File: src/core/fwp_defines.vh
// constants for the flash write-protect and status block
`ifndef FWP_DEFINES_VH
`define FWP_DEFINES_VH

// clock period in ns
`define FWP_CLK_NS 100
// instruction codes
`define FWP_OP_WREN 8'h06
`define FWP_OP_WRDI 8'h04
`define FWP_OP_PP 8'h02
`define FWP_OP_QPP 8'h32
`define FWP_OP_SE 8'h20
`define FWP_OP_BE32 8'h52
`define FWP_OP_BE64 8'hD8
`define FWP_OP_CE 8'hC7
`define FWP_OP_WRSR 8'h01
`define FWP_OP_WRSR2 8'h31
`define FWP_OP_WRSR3 8'h11
`define FWP_OP_ERSCUR 8'h44
`define FWP_OP_PRSCUR 8'h42
`define FWP_OP_RDSR1 8'h05
`define FWP_OP_PD 8'hB9
`define FWP_OP_RPD 8'hAB
`define FWP_OP_UNLOCK 8'h39
`define FWP_OP_LOCK 8'h36
`define FWP_OP_SUSPEND 8'h75
`define FWP_OP_RESUME 8'h7A
`define FWP_OP_PREFIX1 8'hAA
`define FWP_OP_PREFIX2 8'h55
// status_one bit positions
`define FWP_S1_BUSY 0
`define FWP_S1_WEL 1
`define FWP_S1_BP_LO 2
`define FWP_S1_BP_HI 4
`define FWP_S1_TB 5
`define FWP_S1_SEC 6
`define FWP_S1_SRP 7
// status_two bit positions
`define FWP_S2_SRL 0
`define FWP_S2_QE 1
`define FWP_S2_LB_LO 3
`define FWP_S2_LB_HI 5
`define FWP_S2_CMP 6
`define FWP_S2_SUS 7
// status_three bit position of the scheme select
`define FWP_S3_WPS 2
// region lock layout
`define FWP_LOCK_DEPTH 158
`define FWP_LOCK_AW 8
`define FWP_BOT_BASE 8'h7E
`define FWP_TOP_BASE 8'h8E
`define FWP_BOT_BLK 7'h00
`define FWP_TOP_BLK 7'h7F
`define FWP_BLK_CNT 8'h80
`define FWP_SECT_CNT 5'h10
`define FWP_SECT_MAX 5'h08
`define FWP_BP_NONE 3'h0
`define FWP_BP_ALL 3'h7
// prefix sequence stages
`define FWP_PRE_NONE 2'h0
`define FWP_PRE_ONE 2'h1
`define FWP_PRE_TWO 2'h2

`endif

File: src/core/fwp_sync.v
// two-flop synchroniser for pins from outside the clock domain
`timescale 1ns/100ps
module fwp_sync #(
   parameter W = 4
) (
   input wire clk,
   input wire rst_b,
   input wire [W-1:0] d,
   output reg [W-1:0] q
);
   reg [W-1:0] meta_q;

   // first stage feeds only the second stage
   always @(posedge clk or negedge rst_b) begin
      if (!rst_b) begin
         meta_q <= {W{1'b0}};
         q <= {W{1'b0}};
      end else begin
         meta_q <= d;
         q <= meta_q;
      end
   end
endmodule // fwp_sync

File: src/core/fwp_lock_mem.v
// per-region lock bit store, registered read, set to ones on init
`timescale 1ns/100ps
module fwp_lock_mem #(
   parameter DEPTH = 158,
   parameter AW = 8
) (
   input wire clk,
   input wire rst_b,
   input wire init,
   input wire [AW-1:0] rd_addr,
   output reg rd_q,
   output reg any_q,
   input wire wr_en,
   input wire [AW-1:0] wr_addr,
   input wire wr_bit
);
   reg [DEPTH-1:0] bits_q;

   // storage: all locked at reset and on init
   always @(posedge clk or negedge rst_b) begin
      if (!rst_b) begin
         bits_q <= {DEPTH{1'b1}};
      end else if (init) begin
         bits_q <= {DEPTH{1'b1}};
      end else if (wr_en && wr_addr < DEPTH) begin
         bits_q[wr_addr] <= wr_bit;
      end
   end

   // registered read and any-locked summary
   always @(posedge clk or negedge rst_b) begin
      if (!rst_b) begin
         rd_q <= 1'b1;
         any_q <= 1'b1;
      end else begin
         rd_q <= (rd_addr < DEPTH) ? bits_q[rd_addr] : 1'b1;
         any_q <= |bits_q;
      end
   end
endmodule // fwp_lock_mem

File: src/core/fwp_core.v
// write-protect and status logic of the serial flash
//
// Operation
// supply low: hold reset, ignore instructions
// reject writes until power-up delay elapses
// write enable latch clear after power-up
// modify instructions need write enable latch
// write enable sets latch bit S1
// latch cleared by disable, program, erase, status
// busy S0 during operation, only status/suspend
// power-down ignores all but release
// 126 block plus 32 sector lock bits
// locked region refuses erase and program
// locks set at power-on, 39h unlocks
// scheme select picks field or lock bits
// block-protect field S4..S2, default none
// top/bottom select: 0 top, 1 bottom
// granularity: 1 sectors, 0 blocks
// complement bit S14 inverts protected range
// status-protect S7 and status-lock S8 held
// both zero: pin ignored, latch suffices
// protect set: low pin blocks status writes
// status lock refuses writes until power cycle
// AAh 55h prefix makes status permanent
// pin consulted only outside quad operation
// power cycle clears status lock
// locks set to ones after reset too
// rejected write changes nothing, no busy
`timescale 1ns/100ps
`include "fwp_defines.vh"
module fwp_core #(
   parameter PUW_US = 10,
   parameter PUW_W = 16
) (
   input wire CLOCK,
   input wire RST_B,
   input wire VCC_OK,
   input wire SCK,
   input wire CS_B,
   input wire WP_B,
   input wire QUAD_MODE,
   input wire [7:0] INSTR_OP,
   input wire [22:0] INSTR_ADDR,
   input wire [15:0] INSTR_DATA,
   input wire OP_DONE,
   output reg OP_START,
   output reg [7:0] OP_CODE,
   output reg [22:0] OP_ADDR,
   output reg OP_REJECT,
   output wire [7:0] STATUS_ONE,
   output wire [7:0] STATUS_TWO,
   output wire [7:0] STATUS_THREE
);
   localparam integer PUW_CYC_I =
      (PUW_US * 1000 + `FWP_CLK_NS - 1) / `FWP_CLK_NS;
   localparam [PUW_W-1:0] PUW_CYC = PUW_CYC_I[PUW_W-1:0];
   localparam [1:0] ST_IDLE = 2'b00;
   localparam [1:0] ST_LOOK = 2'b01;
   localparam [1:0] ST_DECIDE = 2'b10;

   wire vcc_s;
   wire sck_s;
   wire cs_s;
   wire sel_s;
   wire wp_s;
   reg sck_d_q;
   reg cs_d_q;
   reg [2:0] bit_q;
   reg seen_q;
   reg [PUW_W-1:0] puw_cnt_q;
   reg puw_done_q;
   reg [1:0] state_q;
   reg [7:0] op_q;
   reg [22:0] addr_q;
   reg [15:0] data_q;
   reg good_q;
   reg wel_q;
   reg busy_q;
   reg sus_q;
   reg pd_q;
   reg [2:0] bp_q;
   reg tb_q;
   reg sec_q;
   reg srp_q;
   reg srl_q;
   reg qe_q;
   reg [2:0] lb_q;
   reg cmp_q;
   reg wps_q;
   reg otp_q;
   reg [1:0] pre_q;
   reg lk_we_q;
   reg lk_bit_q;
   reg [7:0] lk_addr_q;
   wire lock_rd;
   wire lock_any;
   wire frame_end;
   wire sck_rise;
   wire [7:0] region;
   reg is_mod;
   reg is_ce;
   reg is_scr;
   reg is_wsr;
   reg bp_prot;
   reg arr_prot;
   reg wsr_ok;
   reg sec_prot;
   reg prot;

   // region index: middle blocks first, then bottom and top sectors
   function [7:0] fwp_region;
      input [22:0] a;
      begin
         if (a[22:16] == `FWP_BOT_BLK)
            fwp_region = `FWP_BOT_BASE + {4'h0, a[15:12]};
         else if (a[22:16] == `FWP_TOP_BLK)
            fwp_region = `FWP_TOP_BASE + {4'h0, a[15:12]};
         else
            fwp_region = {1'b0, a[22:16]} - 8'h01;
      end
   endfunction

   // block-protect field hit for one address, before complement
   function fwp_bp_hit;
      input [22:0] a;
      input [2:0] bp;
      input tb;
      input sec;
      reg [7:0] n;
      reg [4:0] s;
      begin
         n = 8'h01 << bp;
         s = (bp >= 3'h4) ? `FWP_SECT_MAX : (5'h01 << (bp - 3'h1));
         if (bp == `FWP_BP_NONE)
            fwp_bp_hit = 1'b0;
         else if (bp == `FWP_BP_ALL)
            fwp_bp_hit = 1'b1;
         else if (!sec)
            fwp_bp_hit = tb ? ({1'b0, a[22:16]} < n) :
               ({1'b0, a[22:16]} >= (`FWP_BLK_CNT - n));
         else if (tb)
            fwp_bp_hit = (a[22:16] == `FWP_BOT_BLK) &&
               ({1'b0, a[15:12]} < s);
         else
            fwp_bp_hit = (a[22:16] == `FWP_TOP_BLK) &&
               ({1'b0, a[15:12]} >= (`FWP_SECT_CNT - s));
      end
   endfunction

   // pins from outside the clock domain
   fwp_sync #(
      .W(4)
   ) u_sync (
      .clk(CLOCK),
      .rst_b(RST_B),
      .d({VCC_OK, SCK, ~CS_B, WP_B}),
      .q({vcc_s, sck_s, sel_s, wp_s})
   );

   // select synced high-active so reset shows it deselected, no false end
   assign cs_s = ~sel_s;

   // lock bits, reloaded to ones whenever the supply is low
   fwp_lock_mem #(
      .DEPTH(`FWP_LOCK_DEPTH),
      .AW(`FWP_LOCK_AW)
   ) u_lock (
      .clk(CLOCK),
      .rst_b(RST_B),
      .init(~vcc_s),
      .rd_addr(region),
      .rd_q(lock_rd),
      .any_q(lock_any),
      .wr_en(lk_we_q),
      .wr_addr(lk_addr_q),
      .wr_bit(lk_bit_q)
   );

   assign region = fwp_region(addr_q);
   assign frame_end = cs_s & ~cs_d_q;
   assign sck_rise = sck_s & ~sck_d_q & ~cs_s;

   // serial frame tracking: count clock edges per chip-select frame
   always @(posedge CLOCK or negedge RST_B) begin
      if (!RST_B) begin
         sck_d_q <= 1'b0;
         cs_d_q <= 1'b1;
         bit_q <= 3'h0;
         seen_q <= 1'b0;
      end else begin
         sck_d_q <= sck_s;
         cs_d_q <= cs_s;
         if (cs_s) begin
            bit_q <= 3'h0;
            seen_q <= 1'b0;
         end else if (sck_rise) begin
            bit_q <= bit_q + 3'h1;
            seen_q <= 1'b1;
         end
      end
   end

   // power-up write delay, restarted while the supply is low
   always @(posedge CLOCK or negedge RST_B) begin
      if (!RST_B) begin
         puw_cnt_q <= {PUW_W{1'b0}};
         puw_done_q <= 1'b0;
      end else if (!vcc_s) begin
         puw_cnt_q <= {PUW_W{1'b0}};
         puw_done_q <= 1'b0;
      end else if (!puw_done_q) begin
         puw_cnt_q <= puw_cnt_q + {{(PUW_W-1){1'b0}}, 1'b1};
         puw_done_q <= (puw_cnt_q + {{(PUW_W-1){1'b0}}, 1'b1}) >= PUW_CYC;
      end
   end

   // instruction classes and protection checks
   always @* begin
      is_mod = (op_q == `FWP_OP_PP) || (op_q == `FWP_OP_QPP) ||
         (op_q == `FWP_OP_SE) || (op_q == `FWP_OP_BE32) ||
         (op_q == `FWP_OP_BE64);
      is_ce = (op_q == `FWP_OP_CE);
      is_scr = (op_q == `FWP_OP_ERSCUR) || (op_q == `FWP_OP_PRSCUR);
      is_wsr = (op_q == `FWP_OP_WRSR) || (op_q == `FWP_OP_WRSR2) ||
         (op_q == `FWP_OP_WRSR3);
      bp_prot = fwp_bp_hit(addr_q, bp_q, tb_q, sec_q) ^
         cmp_q;
      arr_prot = wps_q ? lock_rd : bp_prot;
      sec_prot = (addr_q[13:12] != 2'h0) &&
         lb_q[addr_q[13:12] - 2'h1];
      // status write gate; pin only counts outside quad operation
      wsr_ok = ~otp_q & ~srl_q &
         ~(srp_q & ~QUAD_MODE & ~wp_s);
      prot = 1'b0;
      if (is_mod)
         prot = arr_prot;
      else if (is_ce)
         prot = wps_q ? lock_any :
            ~(((bp_q == `FWP_BP_NONE) && !cmp_q) ||
            ((bp_q == `FWP_BP_ALL) && cmp_q));
      else if (is_scr)
         prot = sec_prot;
      else if (is_wsr)
         prot = ~wsr_ok;
   end

   // control: frame capture, decision, status register updates
   always @(posedge CLOCK or negedge RST_B) begin
      if (!RST_B) begin
         state_q <= ST_IDLE;
         op_q <= 8'h00;
         addr_q <= 23'h000000;
         data_q <= 16'h0000;
         good_q <= 1'b0;
         wel_q <= 1'b0;
         busy_q <= 1'b0;
         sus_q <= 1'b0;
         pd_q <= 1'b0;
         bp_q <= `FWP_BP_NONE;
         tb_q <= 1'b0;
         sec_q <= 1'b0;
         srp_q <= 1'b0;
         srl_q <= 1'b0;
         qe_q <= 1'b0;
         lb_q <= 3'h0;
         cmp_q <= 1'b0;
         wps_q <= 1'b0;
         otp_q <= 1'b0;
         pre_q <= `FWP_PRE_NONE;
         lk_we_q <= 1'b0;
         lk_bit_q <= 1'b0;
         lk_addr_q <= 8'h00;
         OP_START <= 1'b0;
         OP_CODE <= 8'h00;
         OP_ADDR <= 23'h000000;
         OP_REJECT <= 1'b0;
      end else begin
         OP_START <= 1'b0;
         OP_REJECT <= 1'b0;
         lk_we_q <= 1'b0;
         if (!vcc_s) begin
            // supply below threshold: everything held off
            state_q <= ST_IDLE;
            wel_q <= 1'b0;
            busy_q <= 1'b0;
            sus_q <= 1'b0;
            pd_q <= 1'b0;
            srl_q <= 1'b0;
            pre_q <= `FWP_PRE_NONE;
         end else begin
            // engine reports the running operation finished
            if (OP_DONE && busy_q) begin
               busy_q <= 1'b0;
               wel_q <= 1'b0;
            end
            case (state_q)
               ST_IDLE: begin
                  if (frame_end) begin
                     op_q <= INSTR_OP;
                     addr_q <= INSTR_ADDR;
                     data_q <= INSTR_DATA;
                     good_q <= seen_q && (bit_q == 3'h0);
                     state_q <= ST_LOOK;
                  end
               end
               ST_LOOK: begin
                  state_q <= ST_DECIDE; // lock bit read settles
               end
               ST_DECIDE: begin
                  state_q <= ST_IDLE;
                  if (!good_q) begin
                     pre_q <= pre_q; // partial byte: no effect
                  end else if (pd_q) begin
                     if (op_q == `FWP_OP_RPD)
                        pd_q <= 1'b0;
                  end else if (busy_q) begin
                     // only status read and suspend get through
                     if (op_q == `FWP_OP_SUSPEND && !sus_q) begin
                        sus_q <= 1'b1;
                        busy_q <= 1'b0;
                        OP_START <= 1'b1;
                        OP_CODE <= op_q;
                     end
                  end else begin
                     if (op_q == `FWP_OP_PREFIX1)
                        pre_q <= `FWP_PRE_ONE;
                     else if (op_q == `FWP_OP_PREFIX2 &&
                        pre_q == `FWP_PRE_ONE)
                        pre_q <= `FWP_PRE_TWO;
                     else
                        pre_q <= `FWP_PRE_NONE;
                     if (op_q == `FWP_OP_RESUME && sus_q) begin
                        sus_q <= 1'b0;
                        busy_q <= 1'b1;
                        OP_START <= 1'b1;
                        OP_CODE <= op_q;
                     end else if (op_q == `FWP_OP_WREN) begin
                        if (puw_done_q)
                           wel_q <= 1'b1;
                     end else if (op_q == `FWP_OP_WRDI) begin
                        wel_q <= 1'b0;
                     end else if (op_q == `FWP_OP_PD) begin
                        pd_q <= 1'b1;
                     end else if (op_q == `FWP_OP_UNLOCK ||
                        op_q == `FWP_OP_LOCK) begin
                        if (wel_q && puw_done_q) begin
                           lk_we_q <= 1'b1;
                           lk_addr_q <= region;
                           lk_bit_q <= (op_q == `FWP_OP_LOCK);
                           wel_q <= 1'b0;
                        end
                     end else if (is_mod || is_ce || is_scr || is_wsr) begin
                        if (!puw_done_q || !wel_q || prot) begin
                           OP_REJECT <= 1'b1;
                        end else begin
                           wel_q <= 1'b0;
                           busy_q <= 1'b1;
                           OP_START <= 1'b1;
                           OP_CODE <= op_q;
                           OP_ADDR <= addr_q;
                           if (is_wsr && pre_q == `FWP_PRE_TWO)
                              otp_q <= 1'b1;
                           if (op_q == `FWP_OP_WRSR) begin
                              bp_q <= data_q[`FWP_S1_BP_HI:`FWP_S1_BP_LO];
                              tb_q <= data_q[`FWP_S1_TB];
                              sec_q <= data_q[`FWP_S1_SEC];
                              srp_q <= data_q[`FWP_S1_SRP];
                           end
                           if (op_q == `FWP_OP_WRSR ||
                              op_q == `FWP_OP_WRSR2) begin
                              // status_two: second byte of the wide write, or the only byte of WRSR2
                              if (op_q == `FWP_OP_WRSR) begin
                                 srl_q <= data_q[8 + `FWP_S2_SRL];
                                 qe_q <= QUAD_MODE |
                                    data_q[8 + `FWP_S2_QE];
                                 lb_q <= lb_q | data_q[8 +
                                    `FWP_S2_LB_HI:8 + `FWP_S2_LB_LO];
                                 cmp_q <= data_q[8 + `FWP_S2_CMP];
                              end else begin
                                 srl_q <= data_q[`FWP_S2_SRL];
                                 qe_q <= QUAD_MODE | data_q[`FWP_S2_QE];
                                 lb_q <= lb_q |
                                    data_q[`FWP_S2_LB_HI:`FWP_S2_LB_LO];
                                 cmp_q <= data_q[`FWP_S2_CMP];
                              end
                           end
                           if (op_q == `FWP_OP_WRSR3)
                              wps_q <= data_q[`FWP_S3_WPS];
                        end
                     end
                  end
               end
               default: begin
                  state_q <= ST_IDLE;
               end
            endcase
         end
      end
   end

   // status registers as seen by the read-status instructions
   assign STATUS_ONE = {srp_q, sec_q, tb_q, bp_q, wel_q, busy_q};
   assign STATUS_TWO = {sus_q, cmp_q, lb_q, 1'b0, qe_q, srl_q};
   assign STATUS_THREE = {5'h00, wps_q, 2'h0};

endmodule // fwp_core

File: config.mk
export PLATFORM = sky130hd
export DESIGN_NAME = fwp_core
export DESIGN_NICKNAME = d
export VERILOG_FILES = /design/src/core/fwp_sync.v /design/src/core/fwp_lock_mem.v /design/src/core/fwp_core.v
export VERILOG_INCLUDE_DIRS = /design/src /design/src/core
export SDC_FILE = /design/constraint.sdc
export NUM_CORES = 1
export LEC_CHECK = 0
export BUFFER_PORTS_ARGS = -buffer_cell sky130_fd_sc_hd__buf_2
export CORE_MARGIN = 2
export CORE_UTILIZATION = 55
export DETAILED_ROUTE_END_ITERATION = 7
export PLACE_DENSITY = 0.73
export SLEW_MARGIN = 25
export SYNTH_ARGS = -nofsm -noshare
export SYNTH_HDL_FRONTEND = slang
export SYNTH_SLANG_ARGS = --single-unit
File: constraint.sdc
create_clock -name CLOCK -period 10.1 [get_ports CLOCK]
set_input_delay 2.02 -clock CLOCK [delete_from_list [all_inputs] [get_ports CLOCK]]
set_output_delay 2.02 -clock CLOCK [all_outputs]
set_load 0.005 [all_outputs]
== Yosys cells after proc, flatten, opt, wreduce, memory -nomap -nowiden ==
Cells that the tools add are included.
Cells by class
  $add $sub $neg: 9
  order comparisons: 12
  equality and inequality tests: 51
  shift operators: 2
  mux-type cells: 150
  bitwise logic cells: 31
  reduce and logical (&&, ||, !) cells: 51
Operator list (count)
  2-to-1 mux 158 bit: 2
  bitwise mux 158 bit: 1
  OR reduction 158 bit: 1
  2-to-1 mux 1 bit: 117
  2-to-1 mux 8 bit: 11
  AND reduction 13 bit: 4
  equality test 8 x 7 -> 1 bit (second input constant): 6
  equality test 8 x 6 -> 1 bit (second input constant): 5
  equality test 8 bit (second input constant): 5
  2-to-1 mux 16 bit: 2
  inequality test 2 bit (second input constant): 14
  inequality test 3 bit (second input constant): 8
  AND reduction 12 bit: 2
  AND reduction 11 bit: 2
  inverter 1 bit: 19
  less-than comparator 8 x 9 -> 1 bit (second input constant): 2
  2-to-1 mux 2 bit: 9
  adder 16 x 1 -> 16 bit (second input constant): 1
  equality test 8 x 3 -> 1 bit (second input constant): 2
  >= comparator 16 x 7 -> 1 bit (second input constant): 1
  less-than comparator 8 bit (second input constant): 2
  logical AND 1 bit: 14
  logical OR 1 bit: 14
  2-to-1 mux 3 bit: 3
  other kinds (44): 59
Word-level totals
  register bits after elaboration: 303
  input port bits: 55
  output and inout port bits: 57
  word-level logic and storage cells: 344

== Logic depth before layout (Yosys ltp) ==
Gate-level depths: netlist of the first run.
  depth after elaboration: 26
  mapped depth: 16
  gate-level depth less buffers: 13

== Modules after synthesis ==
Synthesis of the first run repeated with hierarchy kept, for this count alone.
Second synthesis, totals
  cell total of the unflattened synthesis: 1645
  area total of the unflattened synthesis: 17063.9 sq um
Modules (own cells, without submodules)
  fwp_lock_mem: instances 1, cells an instance 945, area an instance 9582.9 sq um, seq. area each 4204.0 sq um
  fwp_core: instances 1, cells an instance 692, area an instance 7280.7 sq um, seq. area each 3354.5 sq um
  fwp_sync: instances 1, cells an instance 8, area an instance 200.2 sq um, seq. area each 200.2 sq um

== Worst setup path after synthesis of the first run ==
Ideal clock, no wire load.
  path kind: in2reg
  from: in QUAD_MODE
  to: reg cmp_q
  library setup time: 125 ps
  arrival: 3941 ps
  required time: 9975 ps
  path slack: 6035 ps
  stages: 8
  buffers on the path: 1
  cell sequence: nor3b_1 > o31ai_1 > o31ai_1 > a211o_1 > or2_2 > or4b_2 > clkbuf_1 > mux2_2
Between the ends
  word-level cells in the longest chain between the ends: 13
RTL lines
  from (decl): line fwp_core.v:41  | input wire QUAD_MODE,
  inverter 1 bit: line fwp_core.v:233  | ~(srp_q & ~QUAD_MODE & ~wp_s);
  AND 1 bit (2 in series): line fwp_core.v:233
  inverter 1 bit: line fwp_core.v:233
  AND 1 bit: line fwp_core.v:232  | wsr_ok = ~otp_q & ~srl_q &
  inverter 1 bit: line fwp_core.v:244  | prot = ~wsr_ok;
  2-to-1 mux 1 bit: line fwp_core.v:243  | else if (is_wsr)
  2-to-1 mux 1 bit: line fwp_core.v:241  | else if (is_scr)
  2-to-1 mux 1 bit: line fwp_core.v:237  | else if (is_ce)
  2-to-1 mux 1 bit: line fwp_core.v:235  | if (is_mod)
  logical OR 1 bit: line fwp_core.v:353  | if (!puw_done_q || !wel_q || prot) begin
  inverter 1 bit (no source line)
  AND reduction 13 bit (no source line)
  to (signal assigned): line fwp_core.v:378  | cmp_q <= data_q[8 + `FWP_S2_CMP];
  to (signal assigned): line fwp_core.v:384  | cmp_q <= data_q[`FWP_S2_CMP];
  to (decl): line fwp_core.v:88  | reg cmp_q;
Every way passes these cells.
A chain may end at the register's enable or synchronous reset.

== Final worst setup path of the first run ==
  from: reg addr_q[16]
  to: reg u_lock.rd_q
Between the ends
  word-level cells in the longest chain between the ends: 6
  elaborated cells between the ends (all ways): 9
  classes of those cells: add/sub (1); order compare (1); eq/ne (1); mux (5); reduce/logical (1)
RTL lines
  from (decl): line fwp_core.v:74  | reg [22:0] addr_q;
  from (signal assigned): line fwp_core.v:252  | addr_q <= 23'h000000;
  from (signal assigned): line fwp_core.v:300  | addr_q <= INSTR_ADDR;
  subtractor 7 x 1 -> 8 bit or equality test 7 bit (tied branches)
  2-to-1 mux 8 bit: line fwp_core.v:116  | else if (a[22:16] == `FWP_TOP_BLK)
  2-to-1 mux 8 bit (*): line fwp_core.v:114  | if (a[22:16] == `FWP_BOT_BLK)
  binary-select mux 1 bit (select 8 bit): line fwp_lock_mem.v:36  | rd_q <= (rd_addr < DEPTH) ? bits_q[rd_addr] : 1'b1;
  2-to-1 mux 1 bit (implied by the code): line fwp_lock_mem.v:36
  2-to-1 mux 1 bit (*): line fwp_lock_mem.v:36
  to (signal assigned): line fwp_lock_mem.v:36
  to (decl): line fwp_lock_mem.v:11  | output reg rd_q,
Mark *: on every way between the ends. The rest lies on a longest branch, timed or not. The select of a mux whose other input is x is not followed.

==> summary.md, run 1 <==
| Metric | Value |
|---|---|
| Count of H-tree levels built during CTS | 2 |
| Worst slack at placement | 5.719 ns |
| Clock tree skew after final layout | around 0.009 ns |
| Num CTS Buffers | 34 |
| Hold buffer count at CTS | 0 |
| Clk slew on worst S/H paths | 0.06 ns |
| Count of state elements after synthesis | 302 |
| Distinct cell type count after synthesis | 65 |
| Max-cap check violation count | 0 |
| CTS tree | yes |
| Count of routing violations after the opening detailed-route iteration | 1,516 |
| Worst hold path class | flop to flop |
| Worst Setup Slack, final | 5.710 ns |
| Final hold vios | 0 |
| Clock tree root driver cell | sky130_fd_sc_hd__clkbuf_16 |
| Overflow left after global routing | 0 |
| Yosys Warn Count | 0 |
| Number of sinks driven by the clock tree | 302 |
| Final nets | 2,001 |
| Gp weighted congestion | 0.8853 |
| Final setup violation count | 0 |
| Power density over cell area | approximately 170 nW/µm² |
| Kind of critical path | flop to flop |
| Post-CTS Resized | 0 |
| Core outline area | approximately 30,000 µm² |
| Final Max Tran Viols | 0 |
| Number of antenna diodes | 0 |
| Synthesized netlist cell count | 1,927 |
| DIE HEIGHT | between 150 and 200 µm |
| Prevailing post-synth register cell | sky130_fd_sc_hd__dfstp_2 |
| Vias per cell | 6.189 |
| Horizontal die dimension | between 150 and 200 µm |
| Placement Rows | 64 |
| Commonest non-fill, non-tap cell in the layout | sky130_fd_sc_hd__nand2_1 |
| Maximum operating frequency | 227.8 MHz |
| Fraction of final layout cells sized beyond drive strength 1 | 0.2245 |
| Min Tclk post-route | 4.390 ns |
| Synth Area per Inst | 8.753 µm² |
| Commonest cells after routing, fill and taps aside | sky130_fd_sc_hd__nand2_1, sky130_fd_sc_hd__nor2_1, sky130_fd_sc_hd__nand3_1 |
| Worst slew margin | 0.2847 |
| Register area share after synthesis | 0.4600 |
| Required time of the critical path | 10.53 ns |
| Global-route wire length before repair | between 70,000 and 80,000 µm |
| Post-detailed-routing wire length | 45,800 µm |
| Launching element type of the critical path | flop |
| WL/cell | 19.62 µm |
| Die area | 32,080 µm² |
| Maximum number of buffers from clock root to sink | 3 |
| CP arrival | 4.82 ns |
| Clock insertion delay at the later pin of the skew report | roughly 0.5 ns |
| CP Max Fanout | between 50 and 60 |
| RSZ-0062 raised after global routing | no |
| Number of I/O pins | 112 |
| Combined global-route utilization of all metal layers | 0.2848 |
| Starting density of the core | 0.5543 |
| Half-perimeter wire length after placement | 27,910 µm |
| Share of async-settable or async-resettable flops after synthesis | 1.000 |
| Post-detailed-route count of antenna-violating nets | 0 |
| Synthesis-to-layout area growth | 9.221% |
| Number of flops mapped to enable cells by yosys | 0 |
| Sum of negative setup slack | 0 ns |
| Number of antenna violations at the first check in global routing | 0 |
| PortBufs | between 100 and 150 |
| Setup Fix Bufs, Post-CTS | 0 |
| Run status | finished, final reports clean |
| Vias in the first global route | 13,640 |
| Netlist area before placement | 16,870 µm² |
| Residual DRC count | 0 |
| Overall via count from detail_route | roughly 14,000 |
| Kind of end point of the critical path | flop |
| Transition time at the pin with the least slew margin | about 1.1 ns |
| Largest net degree at the start of global routing | 97 |
| Drt first pass iters | 8 |
| Maximum VDD drop | 0.1376 mV |
| Final period utilization | 0.4347 |
| Static leakage | 7.377 nW |
through the flow:
step / util / hold slack, ns / cell area (µm²) / total power [mW] / cells
global route: 0.6054 / 0.3691 / 18420 / 3.266 / 2334
CTS: 0.6037 / 0.3555 / 18370 / 3.145 / 2332
finish: 0.6054 / 0.3543 / 18420 / 3.140 / 2334
detailed placement: 0.5678 / 0.3358 / 17280 / 1.912 / 2272
floorplan: - / 0.3312 / 16890 / 1.726 / 1934
global placement: 0.5673 / 0.3341 / 17260 / 1.896 / 2271
power breakdown:
| group | internal [mW] | leakage, nW | switching (mW) | total [mW] |
|---|---|---|---|---|
| logic | 0.216 | 3.30 | 0.369 | 0.586 |
| clock network | 0.738 | 0.529 | 0.490 | 1.23 |
| registers | 1.26 | 3.54 | 0.0665 | 1.33 |
| total | 2.21 | 7.38 | 0.926 | 3.14 |
worst paths after layout:
| path | slack [ns] | to | from | depth (start not counted) |
|---|---|---|---|---|
| worst max-delay path | 5.71 | u_lock.rd_q | addr_q[16] | 12 |
| worst min-delay path | 0.35 | u_sync.q[2] | u_sync.meta_q[2] | 0 |
| worst max register to register | 5.71 | u_lock.rd_q | addr_q[16] | 12 |
| worst min register to register | 0.35 | u_sync.q[2] | u_sync.meta_q[2] | 0 |
| max in group asynchronous | 7.13 | lk_bit_q | RST_B | 2 |
| min in group asynchronous | 1.47 | puw_cnt_q[2] | RST_B | 1 |
flip-flops by register name, indices dropped and copies added, names as in the netlist, 3 cells and up:
register       count
data_q            14
lb_q               3
u_lock.bits_q    158
OP_CODE            8
bp_q               3
puw_cnt_q         16
u_sync.q           4
u_sync.meta_q      4
op_q               8
OP_ADDR           23
addr_q            23
bit_q              3
lk_addr_q          8
layout make-up:
type	instances	area (µm²)
clock buffer	55	1013
timing repair buffer	119	676.9
tap	396	495.5
multi-input combinational	1433	8302
fill	2617	12010
inverter	24	90.09
sequential	302	7766
clock inverter	5	78.83
critical path, cell delays in order (launching register included):
cell                        delay, ns
sky130_fd_sc_hd__dfrtp_1         0.48
sky130_fd_sc_hd__inv_1           0.19
sky130_fd_sc_hd__ha_1            0.27
sky130_fd_sc_hd__nand2b_1        0.13
sky130_fd_sc_hd__o22a_1          0.52
sky130_fd_sc_hd__mux2i_4         0.31
sky130_fd_sc_hd__buf_4           0.69
sky130_fd_sc_hd__nand2_1         0.13
sky130_fd_sc_hd__and3_1          0.21
sky130_fd_sc_hd__a2111oi_0       0.69
sky130_fd_sc_hd__a211oi_1        0.12
sky130_fd_sc_hd__o32ai_1         0.28
sky130_fd_sc_hd__a32o_1          0.25
layer usage:
metal  GRT usage  wire [µm]
met1      0.3974      19290
met2      0.4449      21260
met3     0.05598       3897
met4     0.09745       1343
met5           0          0
Yosys cell counts (all sizes together) (5+ instances only):
library cell	count	area share
ha	32	0.024
or3	7	0.0026
dfstp	161	0.25
xor2	11	0.0057
a21oi	16	0.0047
o21ai	191	0.057
nor3	20	0.0059
a31oi	10	0.0037
nand4	20	0.0074
and2	18	0.0067
nand2	320	0.071
inv	24	0.0053
nor3b	6	0.0027
nand2b	11	0.0041
nand3	200	0.059
a311oi	6	0.0031
buf	50	0.019
o22ai	6	0.0022
a21boi	5	0.0022
a2111oi	7	0.0036
nor2	207	0.046
mux2	90	0.060
clkbuf	125	0.028
mux2i	54	0.034
a21o	5	0.0022
o31ai	8	0.0036
dfrtp	141	0.21
xnor2	20	0.010
nor4	53	0.020
nand3b	6	0.0027
and3	24	0.0089
nor2b	22	0.0082
cell families after synthesis:
family,after synthesis,synth area share
DFF,302,0.4600
muxes,145,0.09495
and+or+nand+nor,930,0.2539
xor gates and xnor gates,31,0.01610
AOI/OAI and AO/OA,286,0.09807
buffers and inverters,199,0.05244
other,1,0.0002223
adders and majority gates,33,0.02433
(Power assumes the default switching activity.)
==> run 2, diff against run 1 <==
--- a/config.mk
+++ b/config.mk
@@ -10,7 +10,7 @@
 export CORE_MARGIN = 2
 export CORE_UTILIZATION = 55
 export DETAILED_ROUTE_END_ITERATION = 7
-export PLACE_DENSITY = 0.73
+export PLACE_DENSITY = 0.76
 export SLEW_MARGIN = 25
 export SYNTH_ARGS = -nofsm -noshare
 export SYNTH_HDL_FRONTEND = slang
==> constraint.sdc (replaced) <==
create_clock -name CLOCK -period 4.02 [get_ports CLOCK]
set_input_delay 0.804 -clock CLOCK [delete_from_list [all_inputs] [get_ports CLOCK]]
set_output_delay 0.804 -clock CLOCK [all_outputs]
set_load 0.005 [all_outputs]
==> summary.md, run 2 (synthesized netlist as in run 1, its figures left out) <==
| Metric | Value |
|---|---|
| Run status | finished, final reports clean |
| Kind of critical path | flop to flop |
| Final hold vios | 0 (unchanged) |
| Worst slew margin | 0.2638 (-0.02092) |
| Final setup violation count | 0 (unchanged) |
| Clock tree root driver cell | sky130_fd_sc_hd__clkbuf_16 |
| Die area | 32,080 µm² (unchanged) |
| Registers with the highest flip-flop counts | u_lock.bits_q x158, OP_ADDR x23, addr_q x23 |
| Cells after DPL | 2,296 (+1.1%) |
| WL/cell | 19.62 µm (about the same) |
| Number of antenna violations at the first check in global routing | 1 (+1) |
| Required time of the critical path | 4.41 ns (-6.12 ns) |
| Synthesis-to-layout area growth | 10.67% |
| Launching element type of the critical path | flop |
| Maximum operating frequency | 261.2 MHz (+15%) |
| DIE HEIGHT | 179.1 µm (unchanged) |
| PortBufs | 101 (unchanged) |
| Count of H-tree levels built during CTS | 2 (unchanged) |
| Final period utilization | 0.9524 (+0.5177) |
| Max-cap check violation count | 0 (unchanged) |
| Kind of end point of the critical path | flop |
| Residual DRC count | 0 (unchanged) |
| Num CTS Buffers | 34 (unchanged) |
| Post-detailed-route count of antenna-violating nets | 0 (unchanged) |
| Worst hold path class | primary input to asynchronous set/reset pin |
| Area of all sequential standard cells | 7766 µm² (unchanged) |
| Sum of negative setup slack | 0 ns (unchanged) |
| Clock insertion delay at the later pin of the skew report | 0.52 ns (about the same) |
| Overall via count from detail_route | 14,710 (+1.9%) |
| Global-route wire length before repair | 73,330 µm (+0.71%) |
| Flip-flop count of the largest register after layout | 158 (unchanged) |
| Final nets | 2,025 (+1.2%) |
| Vias per cell | 6.243 (+0.87%) |
| RSZ-0062 raised after global routing | no |
| Combined global-route utilization of all metal layers | 0.2860 (+0.001120) |
| Starting density of the core | 0.5543 (unchanged) |
| Min Tclk post-route | 3.829 ns (-0.5618 ns) |
| Post-layout power | 7.991 mW (+150%) |
| Gp weighted congestion | 0.9237 (+4.3%) |
| Transition time at the pin with the least slew margin | 1.101 ns (+0.02829 ns) |
| Final Max Tran Viols | 0 (unchanged) |
| Overflow left after global routing | 0 (unchanged) |
| CP arrival | 4.22 ns (-0.60 ns) |
| Top reg by flops | u_lock.bits_q |
| Filler Cell Count | 2,552 (-2.5%) |
| Fin cells | 2,357 (+0.99%) |
| Number of antenna diodes | 0 (unchanged) |
| Commonest non-fill, non-tap cell in the layout | sky130_fd_sc_hd__nand2_1 |
| Area of combinational cells with multiple inputs | 8293 µm² (-0.11%) |
| Number of I/O pins | 112 (unchanged) |
| CTS tree | yes |
| Fraction of final layout cells sized beyond drive strength 1 | 0.2361 (+0.01165) |
| Horizontal die dimension | 179.1 µm (unchanged) |
| Power density over cell area | 428.1 nW/µm² (+150%) |
| Static leakage | 7.534 nW (+2.1%) |
| Half-perimeter wire length after placement | 28,720 µm (+2.9%) |
| Clock tree skew after final layout | 0.01697 ns (+0.008225 ns) |
| Placement Rows | 64 (unchanged) |
| Maximum number of buffers from clock root to sink | 3 (unchanged) |
| Maximum VDD drop | 0.3515 mV (+160%) |
| Largest net degree at the start of global routing | 160 (+65%) |
| Vias in the first global route | 13,960 (+2.3%) |
| Commonest cells after routing, fill and taps aside | sky130_fd_sc_hd__nand2_1, sky130_fd_sc_hd__nor2_1, sky130_fd_sc_hd__nand3_1 |
| CP Max Fanout | 9 (-85%) |
| Count of routing violations after the opening detailed-route iteration | 1,578 (+4.1%) |
| Clk slew on worst S/H paths | 0.06 ns (about the same) |
| Drt first pass iters | 5 (-3) |
| Number of sinks driven by the clock tree | 302 (unchanged) |
| Post-detailed-routing wire length | 46,230 µm (+0.96%) |
| Core outline area | 30,430 µm² (unchanged) |
[run 2: cell count changes in the layout (fill, tap and decap cells not counted), sizes merged]
cell,previous run,this run
buf,119,143
clkbuf,55,48
clkinv,3,7
inv,24,26
[run 2: through the flow]
step | area [µm²] | hold slack [ns] | util | worst slack [ns]
floorplan | 16890 | 0.3312 | - | 0.3557
finish | 18670 | 0.3037 | 0.6135 | 0.1913
global route | 18670 | 0.3625 | 0.6135 | 0.003875
detailed placement | 17530 | 0.3410 | 0.5762 | 0.1187
global placement | 17530 | 0.3339 | 0.5762 | 0.2117
CTS | 18630 | 0.3546 | 0.6121 | 0.05174
[run 2: path summary, 6_finish.rpt]
path / from / to / slack [ns] / cells past startpoint
min in group CLOCK: u_sync.meta_q[2] / u_sync.q[2] / 0.35 / 0
setup reg to reg: bp_q[0] / OP_CODE[4] / 0.19 / 11
max in group asynchronous: RST_B / u_lock.bits_q[143] / 2.70 / 2
hold reg to reg: u_sync.meta_q[2] / u_sync.q[2] / 0.35 / 0
setup / recovery: bp_q[0] / OP_CODE[4] / 0.19 / 11
hold / removal: RST_B / puw_cnt_q[4] / 0.30 / 1
[run 2: critical path, cell delays in order (launching register included)]
cell                       delay (ns)
sky130_fd_sc_hd__dfrtp_1         0.40
sky130_fd_sc_hd__or3_1           0.45
sky130_fd_sc_hd__ha_1            0.26
sky130_fd_sc_hd__xnor2_1         0.18
sky130_fd_sc_hd__ha_1            0.24
sky130_fd_sc_hd__nor2b_1         0.13
sky130_fd_sc_hd__o311ai_0        0.36
sky130_fd_sc_hd__a32oi_1         0.21
sky130_fd_sc_hd__and4_1          0.24
sky130_fd_sc_hd__nor4_1          0.48
sky130_fd_sc_hd__o31a_2          0.37
sky130_fd_sc_hd__mux2_2          0.37
[run 2: final cells by class]
cell class / instances / area share
clock buffers: 48 / 0.05275
flip-flops and latches: 302 / 0.4160
repair buffers: 143 / 0.04980
multi-input cells: 1433 / 0.4442
clock inverters: 11 / 0.005831
well taps: 396 / 0.02654
inverters: 24 / 0.004826
[run 2: timing repair]
item / in CTS / in global routing
resized for setup: 0 / 2
endpoints found under the setup margin: 0 / 9
hold buffers: 0 / 0
setup buffers: 0 / 0
[run 2: routing by layer]
layer | share of wire | track usage | wire [µm] | vias to the layer above
met3 | 0.085 | 0.04538 | 3944 | 137
met1 | 0.42 | 0.3971 | 19400 | 7152
met4 | 0.035 | 0.1106 | 1631 | 2
met2 | 0.46 | 0.4510 | 21240 | 759
li1 | - | - | - | 6664
met5 | 0.00028 | 0 | 13 | -
[run 2: where the power goes]
group	internal, mW	total [mW]	switching [mW]
registers	3.17	3.31	0.143
logic	0.612	1.58	0.966
clock network	1.84	3.10	1.27
